===== src/logic/canirq_defines.svh =====
// Constants of the interrupt code encoder: register map, field positions, resets and codes
// What this block does
// Pending sources are ranked by fixed priority; code values do not follow rank. Here legacy tx0 (code 4) outranks tx2 (code 2).
// When the top condition clears, the code moves to the next pending or none.
// Only a source with flag and enable both set takes part in the code.
// Legacy mode shows a 3-bit code, enhanced and FIFO modes a 5-bit code.
// In FIFO mode every receive interrupt gives extended code 10000.
// With transmit interrupts enabled, an emptied transmit buffer raises a transmit interrupt.
// Legacy mode: each of three transmit buffers has its own enable and flag.
// Legacy mode: software clears a transmit flag by writing zero; device holds it.
// Enhanced and FIFO modes: one shared transmit enable and flag; per-buffer bits unused.
// Enhanced and FIFO modes: per-buffer enables gate contribution to shared interrupts.
// On shared transmit interrupt, software polls each buffer's transmit request bit.
// With receive interrupts enabled, a good stored frame raises receive interrupt after EOF.
// Legacy mode: per-buffer receive flag shows the source; software writes zero to clear.
// Enhanced and FIFO modes: one shared receive enable, flag and priority bit; the block has no priority bit, only the shared enable and flag.
// Enhanced mode: software checks each receive buffer-full bit to find the source.
// FIFO mode: receive interrupt means a new FIFO message; read pointer names next buffer.
// Legacy codes: 0 none,1 error,2 tx2,3 tx1,4 tx0,5 rx1,6 rx0,7 wake-up.
// Any message error sets the message-error flag; interrupt only if its enable set.
// FIFO read pointer is four bits; 0 to 7 select buffers, higher reserved.
// The code is recomputed every clock from current flags and enables.
`ifndef CANIRQ_DEFINES_SVH
`define CANIRQ_DEFINES_SVH

// ------------------------------------------------------------
// Register offsets
// ------------------------------------------------------------
`define CANIRQ_OFS_MODE 12'h000
`define CANIRQ_OFS_STATUS 12'h004
`define CANIRQ_OFS_FLAGS 12'h008
`define CANIRQ_OFS_ENABLES 12'h00c
`define CANIRQ_OFS_BUFEN 12'h010
`define CANIRQ_OFS_FIFO 12'h014

// ------------------------------------------------------------
// Field positions and widths
// ------------------------------------------------------------
`define CANIRQ_STAT_LEG_LSB 1
`define CANIRQ_NBUF 8
`define CANIRQ_NTX 3
`define CANIRQ_PTR_W 4

// ------------------------------------------------------------
// Reset values
// ------------------------------------------------------------
`define CANIRQ_RST_MODE 2'h0
`define CANIRQ_RST_FLAGS 10'h000
`define CANIRQ_RST_EN 10'h000
`define CANIRQ_RST_BUFEN 8'h00
`define CANIRQ_RST_PTR 4'h0

// ------------------------------------------------------------
// Codes
// ------------------------------------------------------------
`define CANIRQ_LC_NONE 3'h0
`define CANIRQ_LC_ERR 3'h1
`define CANIRQ_LC_TX2 3'h2
`define CANIRQ_LC_TX1 3'h3
`define CANIRQ_LC_TX0 3'h4
`define CANIRQ_LC_RX1 3'h5
`define CANIRQ_LC_RX0 3'h6
`define CANIRQ_LC_WAK 3'h7
`define CANIRQ_EC_NONE 5'h00
`define CANIRQ_EC_ERR 5'h02
`define CANIRQ_EC_TX 5'h04
`define CANIRQ_EC_RXE 5'h0c
`define CANIRQ_EC_MERR 5'h0e
`define CANIRQ_EC_WAK 5'h0f
`define CANIRQ_EC_FIFO 5'h10

`endif


===== src/logic/canirq_pkg.sv =====
// Types shared by the interrupt code encoder files
package canirq_pkg;

    typedef enum logic [1:0] {
        CANIRQ_MODE_LEGACY = 2'b00,
        CANIRQ_MODE_ENH = 2'b01,
        CANIRQ_MODE_FIFO = 2'b10
    } canirq_mode_t;

    // Sticky flags, one bit per source
    typedef struct packed {
        logic merr;
        logic wak;
        logic err;
        logic rx_shared;
        logic tx_shared;
        logic rx1;
        logic rx0;
        logic tx2;
        logic tx1;
        logic tx0;
    } canirq_src_t;

endpackage


===== src/logic/canirq_apb_slave.sv =====
// APB slave decode for the interrupt code encoder registers
`timescale 1ns/100ps
`include "canirq_defines.svh"
module canirq_apb_slave (
    input wire logic ref_clk_i, // System clock
    input wire logic sys_rst_i, // Async reset, active high
    input wire logic psel_i, // APB select
    input wire logic penable_i, // APB enable
    input wire logic pwrite_i, // APB direction
    input wire logic [11:0] paddr_i, // APB byte address
    input wire logic [31:0] pwdata_i, // APB write data
    input wire logic [31:0] rdata_mux_i, // Read data of the addressed register
    input wire logic hit_i, // Address is mapped
    output logic wr_stb_o, // One-cycle write strobe
    output logic [31:0] prdata_o, // APB read data
    output logic pready_o, // APB ready
    output logic pslverr_o // APB error
);
    // ------------------------------------------------------------
    // Zero-wait access: the access phase completes in its first cycle
    // ------------------------------------------------------------
    wire logic setup_w;
    assign setup_w = psel_i && !penable_i;
    assign wr_stb_o = psel_i && penable_i && pwrite_i && hit_i;

    always_ff @(posedge ref_clk_i or posedge sys_rst_i) begin
        if (sys_rst_i) begin
            prdata_o <= 32'h0000_0000;
            pready_o <= 1'b0;
            pslverr_o <= 1'b0;
        end else begin
            pready_o <= setup_w;
            pslverr_o <= setup_w && !hit_i;
            prdata_o <= (setup_w && !pwrite_i && hit_i) ? rdata_mux_i : 32'h0000_0000;
        end
    end
endmodule // canirq_apb_slave


===== src/logic/canirq_prio_enc.sv =====
// Priority encoder turning pending enabled sources into legacy and extended codes
`timescale 1ns/100ps
`include "canirq_defines.svh"
module canirq_prio_enc (
    input wire canirq_pkg::canirq_mode_t mode_i, // Operating mode
    input wire canirq_pkg::canirq_src_t act_i, // Flag and enable both set
    output logic [2:0] leg_code_o, // Three-bit code
    output logic [4:0] ext_code_o // Five-bit code
);
    // ------------------------------------------------------------
    // Fixed priority, most urgent first; code values do not rise with rank (tx0 is 4, tx2 is 2)
    // ------------------------------------------------------------
    always_comb begin
        if (act_i.err) leg_code_o = `CANIRQ_LC_ERR;
        else if (act_i.tx0) leg_code_o = `CANIRQ_LC_TX0;
        else if (act_i.tx1) leg_code_o = `CANIRQ_LC_TX1;
        else if (act_i.tx2) leg_code_o = `CANIRQ_LC_TX2;
        else if (act_i.rx0) leg_code_o = `CANIRQ_LC_RX0;
        else if (act_i.rx1) leg_code_o = `CANIRQ_LC_RX1;
        else if (act_i.wak) leg_code_o = `CANIRQ_LC_WAK;
        else leg_code_o = `CANIRQ_LC_NONE;
    end

    always_comb begin
        if (act_i.err) ext_code_o = `CANIRQ_EC_ERR;
        else if (act_i.tx_shared) ext_code_o = `CANIRQ_EC_TX;
        else if (act_i.rx_shared) ext_code_o = (mode_i == canirq_pkg::CANIRQ_MODE_FIFO) ?
            `CANIRQ_EC_FIFO : `CANIRQ_EC_RXE;
        else if (act_i.merr) ext_code_o = `CANIRQ_EC_MERR;
        else if (act_i.wak) ext_code_o = `CANIRQ_EC_WAK;
        else ext_code_o = `CANIRQ_EC_NONE;
    end
endmodule // canirq_prio_enc


===== src/logic/canirq_top.sv =====
// Interrupt flag, enable and code logic of the CAN controller with APB access
//
// The APB register port and the register offsets were decided locally.
`timescale 1ns/100ps
`include "canirq_defines.svh"
module canirq_top #(
    parameter int NBUF = `CANIRQ_NBUF // Message buffers in FIFO mode
) (
    input wire logic ref_clk_i, // System clock, 25 MHz
    input wire logic sys_rst_i, // Async reset, active high
    input wire logic psel_i, // APB select
    input wire logic penable_i, // APB enable
    input wire logic pwrite_i, // APB direction
    input wire logic [11:0] paddr_i, // APB byte address
    input wire logic [31:0] pwdata_i, // APB write data
    output logic [31:0] prdata_o, // APB read data
    output logic pready_o, // APB ready
    output logic pslverr_o, // APB error
    input wire logic [2:0] tx_empty_i, // Pulse: transmit buffer n became empty
    input wire logic [1:0] rx_done_i, // Pulse: legacy receive buffer n loaded after EOF
    input wire logic [NBUF-1:0] buf_tx_done_i, // Pulse: buffer completed transmission
    input wire logic [NBUF-1:0] buf_rx_done_i, // Pulse: buffer loaded after EOF
    input wire logic bus_err_i, // Pulse: bus error condition
    input wire logic msg_err_i, // Pulse: error while sending or receiving
    input wire logic wake_i, // Pulse: bus activity while asleep
    output logic irq_o, // Any enabled source pending
    output logic [7:0] controller_status_reg_o // Code field as it reads in status
);
    // Refused at elaboration: the pointer and enable fields hold at most eight buffers
    if (NBUF < 1 || NBUF > 8) begin : g_nbuf_check
        $error("NBUF must be 1 to 8");
    end

    // ------------------------------------------------------------
    // Registers
    // ------------------------------------------------------------
    canirq_pkg::canirq_mode_t mode_r;
    canirq_pkg::canirq_src_t flag_r, flag_nxt;
    canirq_pkg::canirq_src_t en_r;
    logic [7:0] buffer_irq_enables_r;
    logic [3:0] fifo_read_pointer_r;
    logic [7:0] stat_r;
    logic irq_r;

    // ------------------------------------------------------------
    // Bus slave
    // ------------------------------------------------------------
    wire logic wr_stb;
    wire logic [31:0] rdata_mux;
    wire logic sel_mode, sel_stat, sel_flag, sel_en, sel_bufen, sel_fifo, hit;
    assign sel_mode = paddr_i == `CANIRQ_OFS_MODE;
    assign sel_stat = paddr_i == `CANIRQ_OFS_STATUS;
    assign sel_flag = paddr_i == `CANIRQ_OFS_FLAGS;
    assign sel_en = paddr_i == `CANIRQ_OFS_ENABLES;
    assign sel_bufen = paddr_i == `CANIRQ_OFS_BUFEN;
    assign sel_fifo = paddr_i == `CANIRQ_OFS_FIFO;
    assign hit = sel_mode | sel_stat | sel_flag | sel_en | sel_bufen | sel_fifo;
    assign rdata_mux = sel_mode ? {30'h0, mode_r} :
                       sel_stat ? {24'h0, stat_r} :
                       sel_flag ? {22'h0, flag_r} :
                       sel_en ? {22'h0, en_r} :
                       sel_bufen ? {24'h0, buffer_irq_enables_r} :
                       sel_fifo ? {28'h0, fifo_read_pointer_r} : 32'h0000_0000;

    canirq_apb_slave u_apb (
        .ref_clk_i(ref_clk_i),
        .sys_rst_i(sys_rst_i),
        .psel_i(psel_i),
        .penable_i(penable_i),
        .pwrite_i(pwrite_i),
        .paddr_i(paddr_i),
        .pwdata_i(pwdata_i),
        .rdata_mux_i(rdata_mux),
        .hit_i(hit),
        .wr_stb_o(wr_stb),
        .prdata_o(prdata_o),
        .pready_o(pready_o),
        .pslverr_o(pslverr_o)
    );

    // ------------------------------------------------------------
    // Source events
    // ------------------------------------------------------------
    // Per-buffer enables gate only the shared flags; legacy flags ignore them
    wire logic legacy;
    wire logic [7:0] tx_pad, rx_pad;
    wire logic tx_shared_ev, rx_shared_ev;
    wire canirq_pkg::canirq_src_t set_ev;
    wire canirq_pkg::canirq_src_t wr_flag;
    assign legacy = mode_r == canirq_pkg::CANIRQ_MODE_LEGACY;
    assign tx_pad = 8'(buf_tx_done_i);
    assign rx_pad = 8'(buf_rx_done_i);
    assign tx_shared_ev = !legacy && |(tx_pad & buffer_irq_enables_r);
    assign rx_shared_ev = !legacy && |(rx_pad & buffer_irq_enables_r);
    assign set_ev.tx0 = legacy && tx_empty_i[0];
    assign set_ev.tx1 = legacy && tx_empty_i[1];
    assign set_ev.tx2 = legacy && tx_empty_i[2];
    assign set_ev.rx0 = legacy && rx_done_i[0];
    assign set_ev.rx1 = legacy && rx_done_i[1];
    assign set_ev.tx_shared = tx_shared_ev;
    assign set_ev.rx_shared = rx_shared_ev;
    assign set_ev.err = bus_err_i;
    assign set_ev.wak = wake_i;
    assign set_ev.merr = msg_err_i;
    assign wr_flag = canirq_pkg::canirq_src_t'(pwdata_i[9:0]);

    // Software can only clear flags by writing zero; a new event wins over a clear
    always_comb begin
        flag_nxt = flag_r;
        if (wr_stb && sel_flag) begin
            flag_nxt = flag_r & wr_flag;
        end
        flag_nxt = flag_nxt | set_ev;
    end

    // ------------------------------------------------------------
    // Code generation
    // ------------------------------------------------------------
    wire canirq_pkg::canirq_src_t act;
    wire canirq_pkg::canirq_src_t mode_mask;
    wire logic [2:0] leg_code;
    wire logic [4:0] ext_code;
    // Per-buffer bits are dead outside legacy mode and shared bits dead inside it
    assign mode_mask = legacy ? canirq_pkg::canirq_src_t'(10'h39f) :
                                canirq_pkg::canirq_src_t'(10'h3e0);
    assign act = flag_r & en_r & mode_mask;

    canirq_prio_enc u_enc (
        .mode_i(mode_r),
        .act_i(act),
        .leg_code_o(leg_code),
        .ext_code_o(ext_code)
    );

    wire logic [7:0] stat_nxt;
    assign stat_nxt = legacy ? {4'h0, leg_code, 1'b0} : {3'h0, ext_code};

    // ------------------------------------------------------------
    // State
    // ------------------------------------------------------------
    always_ff @(posedge ref_clk_i or posedge sys_rst_i) begin
        if (sys_rst_i) begin
            mode_r <= canirq_pkg::CANIRQ_MODE_LEGACY;
            flag_r <= canirq_pkg::canirq_src_t'(`CANIRQ_RST_FLAGS);
            en_r <= canirq_pkg::canirq_src_t'(`CANIRQ_RST_EN);
            buffer_irq_enables_r <= `CANIRQ_RST_BUFEN;
            stat_r <= 8'h00;
            irq_r <= 1'b0;
        end else begin
            flag_r <= flag_nxt;
            stat_r <= stat_nxt;
            irq_r <= |act;
            if (wr_stb && sel_mode && pwdata_i[1:0] != 2'b11) begin
                mode_r <= canirq_pkg::canirq_mode_t'(pwdata_i[1:0]);
            end
            if (wr_stb && sel_en) begin
                en_r <= canirq_pkg::canirq_src_t'(pwdata_i[9:0]);
            end
            if (wr_stb && sel_bufen) begin
                buffer_irq_enables_r <= pwdata_i[7:0];
            end
        end
    end

    // FIFO read pointer: advanced by software writes; reserved values refused
    always_ff @(posedge ref_clk_i or posedge sys_rst_i) begin
        if (sys_rst_i) begin
            fifo_read_pointer_r <= `CANIRQ_RST_PTR;
        end else if (wr_stb && sel_fifo && !pwdata_i[3] && pwdata_i[3:0] < 4'(NBUF)) begin
            fifo_read_pointer_r <= pwdata_i[3:0];
        end
    end

    assign irq_o = irq_r;
    assign controller_status_reg_o = stat_r;
endmodule // canirq_top


===== config.mk =====
export PLATFORM = sky130hd
export DESIGN_NAME = canirq_top
export DESIGN_NICKNAME = d
export VERILOG_FILES = /design/src/logic/canirq_pkg.sv /design/src/logic/canirq_apb_slave.sv /design/src/logic/canirq_prio_enc.sv /design/src/logic/canirq_top.sv
export VERILOG_INCLUDE_DIRS = /design/src /design/src/logic
export SDC_FILE = /design/constraint.sdc
export NUM_CORES = 1
export LEC_CHECK = 0
export BUFFER_PORTS_ARGS = -buffer_cell sky130_fd_sc_hd__buf_2
export CORE_AREA = 4 4 96 98
export CTS_CLUSTER_SIZE = 30
export DETAILED_ROUTE_END_ITERATION = 10
export DIE_AREA = 0 0 100 102
export PLACE_DENSITY = 0.81
export SETUP_SLACK_MARGIN = 0.1
export SLEW_MARGIN = 10
export SYNTH_ARGS = -nofsm -noshare
export SYNTH_HDL_FRONTEND = slang
export SYNTH_HIERARCHICAL = 1
export SYNTH_SLANG_ARGS = --single-unit

===== constraint.sdc =====
create_clock -name ref_clk_i -period 3.2 [get_ports ref_clk_i]
set_input_delay 0.32 -clock ref_clk_i [delete_from_list [all_inputs] [get_ports ref_clk_i]]
set_output_delay 0.32 -clock ref_clk_i [all_outputs]
set_load 0.05 [all_outputs]

# [After elaboration in Yosys (flattened, before gate mapping)]
# Index checks and enable logic that the tools add are counted.
[word_totals] reg_bits=74 out_inout_bits=43 wordCells=102
[classes] magnitude_cmp=1 eq_ne=7 n_mux=23 bitwise=11 reduce_logical=32
[ops] op="2-to-1 mux 10 bit" n=6
[ops] op="AND 10 bit" n=3
[ops] op="2-to-1 mux 5 bit" n=6
[ops] op="equality test 12 x 4 -> 1 bit (second input constant)" n=2
[ops] op="equality test 12 x 5 -> 1 bit (second input constant)" n=2
[ops] op="logical AND 1 bit" n=22
[ops] op="2-to-1 mux 3 bit" n=7
[ops] op="AND 8 bit" n=2
[ops] op="OR reduction 8 bit" n=2
[ops] op="equality test 12 x 3 -> 1 bit (second input constant)" n=1
[ops] op="logical NOT 12 bit" n=1
[ops] op="OR 10 bit" n=1
[ops] op="OR reduction 10 bit" n=1
[ops] op="2-to-1 mux 4 bit" n=2
[ops] op="2-to-1 mux 8 bit" n=1
[ops] op="2-to-1 mux 7 bit" n=1
[ops] op="logical NOT 1 bit" n=5
[ops] op="OR 1 bit" n=5
[ops] op="< comparator 4 bit (second input constant)" n=1
[ops] op="equality test 2 bit (second input constant)" n=1
[ops] op="logical NOT 2 bit" n=1
[ops] op="!= test 2 bit (second input constant)" n=1

# [Depth between registers and ports, before layout]
[depth] ltp_word=11 ltp_mapped=11 ltp_nobuf=7

# [By module]
# Netlist, hierarchy kept.
[modules_own_cells] module="canirq_top" instances=1 cells_each=220 area_each_um2=2371.0
[modules_own_cells] module="canirq_apb_slave" instances=1 cells_each=74 area_each_um2=1138.6
[modules_own_cells] module="canirq_prio_enc" instances=1 cells_each=21 area_each_um2=137.6

# [Worst setup path before layout]
# OpenSTA, ideal clock, no wires.
[synth_timing] kind="input to register" start="input paddr_i[1]" end="register en_r[0] (netlist name)" t_arrival_ns=3.430 required_time_ns=3.075 slack_ns=-0.355 stages=11 n_path_buf=4 path_cell_list="or4_4 -> buf_6 -> or3_1 -> clkbuf_1 -> a21oi_1 -> and4_2 -> or4b_1 -> buf_2 -> or4_4 -> buf_6 -> mux2_4"
[synth_between] elab_chain_len=8 elab_cells_between_ends=13
[synth_rtl] element="start, declared" line_no="canirq_top.sv:14" source="input wire logic [11:0] paddr_i,"
[synth_rtl] element="equality test 12 x 3 -> 1 bit (no source line) or logical NOT 12 bit (tied branches)"
[synth_rtl] element="OR 1 bit (4 in series)" line_no="canirq_top.sv:57" source="assign hit = sel_mode | sel_stat | sel_flag | sel_en | sel_bufen | sel_fifo;"
[synth_rtl] element="OR 1 bit *" line_no="canirq_top.sv:57"
[synth_rtl] element="net hit" line_no="canirq_top.sv:50" source="wire logic sel_mode, sel_stat, sel_flag, sel_en, sel_bufen, sel_fifo, hit;"
[synth_rtl] element="logical AND 1 bit *" line_no="canirq_apb_slave.sv:24" source="assign wr_stb_o = psel_i && penable_i && pwrite_i && hit_i;"
[synth_rtl] element="net wr_stb" line_no="canirq_top.sv:48" source="wire logic wr_stb;"
[synth_rtl] element="logical AND 1 bit *" line_no="canirq_top.sv:156" source="if (wr_stb && sel_en) begin"
[synth_rtl] element="end signal, assigned" line_no="canirq_top.sv:145" source="en_r <= canirq_pkg::canirq_src_t'(`CANIRQ_RST_EN);"
[synth_rtl] element="end signal, assigned" line_no="canirq_top.sv:157" source="en_r <= canirq_pkg::canirq_src_t'(pwdata_i[9:0]);"
[synth_rtl] element="end, declared" line_no="canirq_top.sv:39" source="canirq_pkg::canirq_src_t en_r;"
# Mark *: on every way through the listed nets, which the timed path passes. The rest lies on a longest branch.
# A chain may end at the register's enable or synchronous reset.

# [Worst setup path after layout]
[layout_timing] start="input paddr_i[1]" end="register en_r[7] (netlist name)"
# The elaborated chain is that of the path after synthesis.

==> impl_results.md <==
- Placeable Area: 8470 µm²
- DP Wirelength: 6340 µm
- Avg Cell Area, Syn: 11.6 µm²
- Die Span X: 100 µm
- Setup TNS: 0 ns
- Rel. slew slack: 56.7%
- Mapped Area: 3650 µm²
- Number of enable flip-flop cells after synthesis: 0
- I/O pins: 116
- Critical path origin: paddr_i[1]
- Initial antenna violation count: 0
- Worst setup EP type: register
- First-pass iteration count of the detailed router: 4
- Pin count of the biggest net entering global routing: 41
- CTS HTree Levels: 3
- Final setup fails: 0
- Largest family of logic cells by synthesized area: simple AND/OR/NAND/NOR gates
- Clk sinks: 74
- Residual DRC count: 0
- Area grow syn2layout: 24.7%
- Seq cells post-synth: 74
- Gr ovfl total: 0
- Post-route ant nets: 0
- Main flop type after synthesis: dfrtp_1
- Reg-to-Reg Start: mode_r[0]$_DFFE_PP0P_
- Hold Crit Class: input port to asynchronous set/reset pin
- Diodes inserted: 0
- Vias per Instance: 5.19
- Distinct cells, synth: 57
- Post-synth top cells: dfrtp_1, and2_1, mux2_2
- Rows: 34
- Final hold vios: 0
- Mux cell area share after synthesis: 11.6%
- CTS tree: yes
- Worst EP required: 3.42 ns
- Ranking of synthesized cells by area: dfrtp_1, mux2_2, and2_1
- Clk Latency, worst-skew pair: 0.34 ns
- Worst setup SP type: input port
- Via Count: 2812
- Min Tclk post-route: 2.85 ns
- Leakage power total: 2.39 nW
- Detailed Route Iter0 Violations: 174
- Pwr per Cell Area: 410 nW/µm²
- Worst slew pin tran: 0.649 ns
- Drt wl/cell: 16.1 µm
- Mapped Cells: 315
- # Post-CTS Setup Buffers: 0
- Register area share after synthesis: 50.8%
- Area leader, netlist: dfrtp_1
- GR Util All Layers: 17.9%
- Total wire length: 8710 µm
- Clk pin slew, worst setup/hold paths: 0.08 ns
- Chip height: 102 µm
- Fin crit share: 89.1%
- Cts repair resizes: 0
- Initial core utilization: 43.1%
- Clk root buf: clkbuf_8
- Ys Warns: 6
- Max Slew Vio Count: 0
- Vias in the first global route: 2882
- Post-synthesis simple-gate area fraction: 20.9%
- Maximum buffer depth of the clock tree: 2
- Crit-path max FO: 10
- Share of cells above drive strength 1: 38.7%
- Hold_buf cts: 0
- Die ar.: 10200 µm²
- Share of the synthesized area in the top cell type: 50.8%
- Synth Area in Adders: 0%
- WP data arrival: 3.08 ns
- Maxcap violations: 0
- Status: finished clean
- Fin nets: 503
- Xor and xnor fraction of the mapped netlist area: 0%
- RePlAce Congestion: 0.818
- Final hold slack: 0.0824 ns
- Fmax: 351 MHz
- Top-count cell post-synth: dfrtp_1
- Cts bufs inserted: 9
- PortBufs: 90
- Post-synth ARST share: 100%
- Maximum vdd drop: 0.209 mV
- Critical path type: input port to register
- Final setup skew: 0.00700 ns
- Global-route wire length before repair: 14200 µm
- RSZ-0062 raised after global routing: false
- Compound-Gate Fraction of Synth Area: 11.7%
[report_power, final]
part,internal (mW),switching (mW),leakage [nW],total (mW)
Clock,0.477,0.327,0.108,0.804
Combinational,0.0450,0.0790,1.29,0.124
Sequential,0.936,0.000246,0.985,0.936
[state kept, by name, indices dropped and copies added, names as in the netlist]
signal                   count
flag_r                      10
controller_status_reg_o      5
en_r                        10
u_apb/prdata_o              32
u_apb/pslverr_o              1
irq_o                        1
mode_r                       2
fifo_read_pointer_r          4
buffer_irq_enables_r         8
u_apb/pready_o               1
[area by class of cell]
class | count | area (µm²)
fillers | 752 | 3920
clock buffers | 11 | 151
repair buffers | 101 | 546
inverters | 13 | 48.8
multi-input cells | 231 | 1740
clock inverters | 4 | 75.1
flip-flops and latches | 74 | 1850
well taps | 108 | 135
[through the flow]
stage	power [mW]	util [%]	instance area, µm²	worst slack, ns	instances
3_3_place_gp	1.07	51.0	4320	0.0137	527
6_report	1.86	53.7	4550	0.348	542
5_1_grt	1.93	53.7	4550	0.296	542
4_1_cts	1.89	53.7	4550	0.356	542
2_1_floorplan	1.03	-	3790	-0.174	339
3_5_place_dp	1.08	51.0	4320	-0.0106	527
[layer usage]
layer	GRT usage [%]	vias to the layer above	wire (µm)
li1	-	1335	-
met1	23.1	1330	3750
met2	30.2	130	4040
met3	3.48	17	750
met4	6.84	0	161
met5	0	-	0
[worst paths after layout]
path | to | slack [ns] | cells past startpoint
max | en_r[7]$_DFFE_PP0P_ | 0.35 | 8
min | u_apb/prdata_o[7]$_DFF_PP0_ | 0.08 | 2
max reg2reg | controller_status_reg_o[3]$_DFF_PP0_ | 1.31 | 6
min reg2reg | fifo_read_pointer_r[2]$_DFFE_PP0P_ | 0.51 | 1
max in group asynchronous | u_apb/prdata_o[6]$_DFF_PP0_ | 2.69 | 2
min in group ref_clk_i | flag_r[1]$_DFF_PP0_ | 0.20 | 3
[placed cells by master, fill, tap and decap left out, types with 3 or more instances in the layout]
cell / count
nor3_1: 6
dfrtp_1: 74
nand2b_1: 5
nand3_1: 4
o21ai_0: 6
nand2_1: 3
or4_1: 6
and2_1: 28
conb_1: 25
buf_4: 10
nor2b_1: 5
nor4_1: 3
mux2_4: 14
nor2_1: 13
buf_2: 90
nand3b_1: 7
a211oi_1: 5
a21oi_1: 9
and2_2: 7
mux2i_1: 7
a21o_1: 8
clkbuf_8: 11
mux2_2: 12
inv_1: 12
a22oi_1: 15
and3_1: 5
[worst max-delay path: stages]
cell	delay [ns]
buf_2	0.10
or4_4	0.53
or3_4	0.36
a21oi_4	0.14
and4_4	0.22
or4b_4	0.50
or4_4	0.57
mux2_4	0.34
[logic make-up after synthesis]
| group | after synthesis |
|---|---|
| multiplexers | 34 |
| flip-flops | 74 |
| AO/OA/AOI/OAI | 59 |
| other | 1 |
| AND/OR/NAND/NOR | 113 |
| buffers and inverters | 34 |
(Power assumes the default switching activity.)
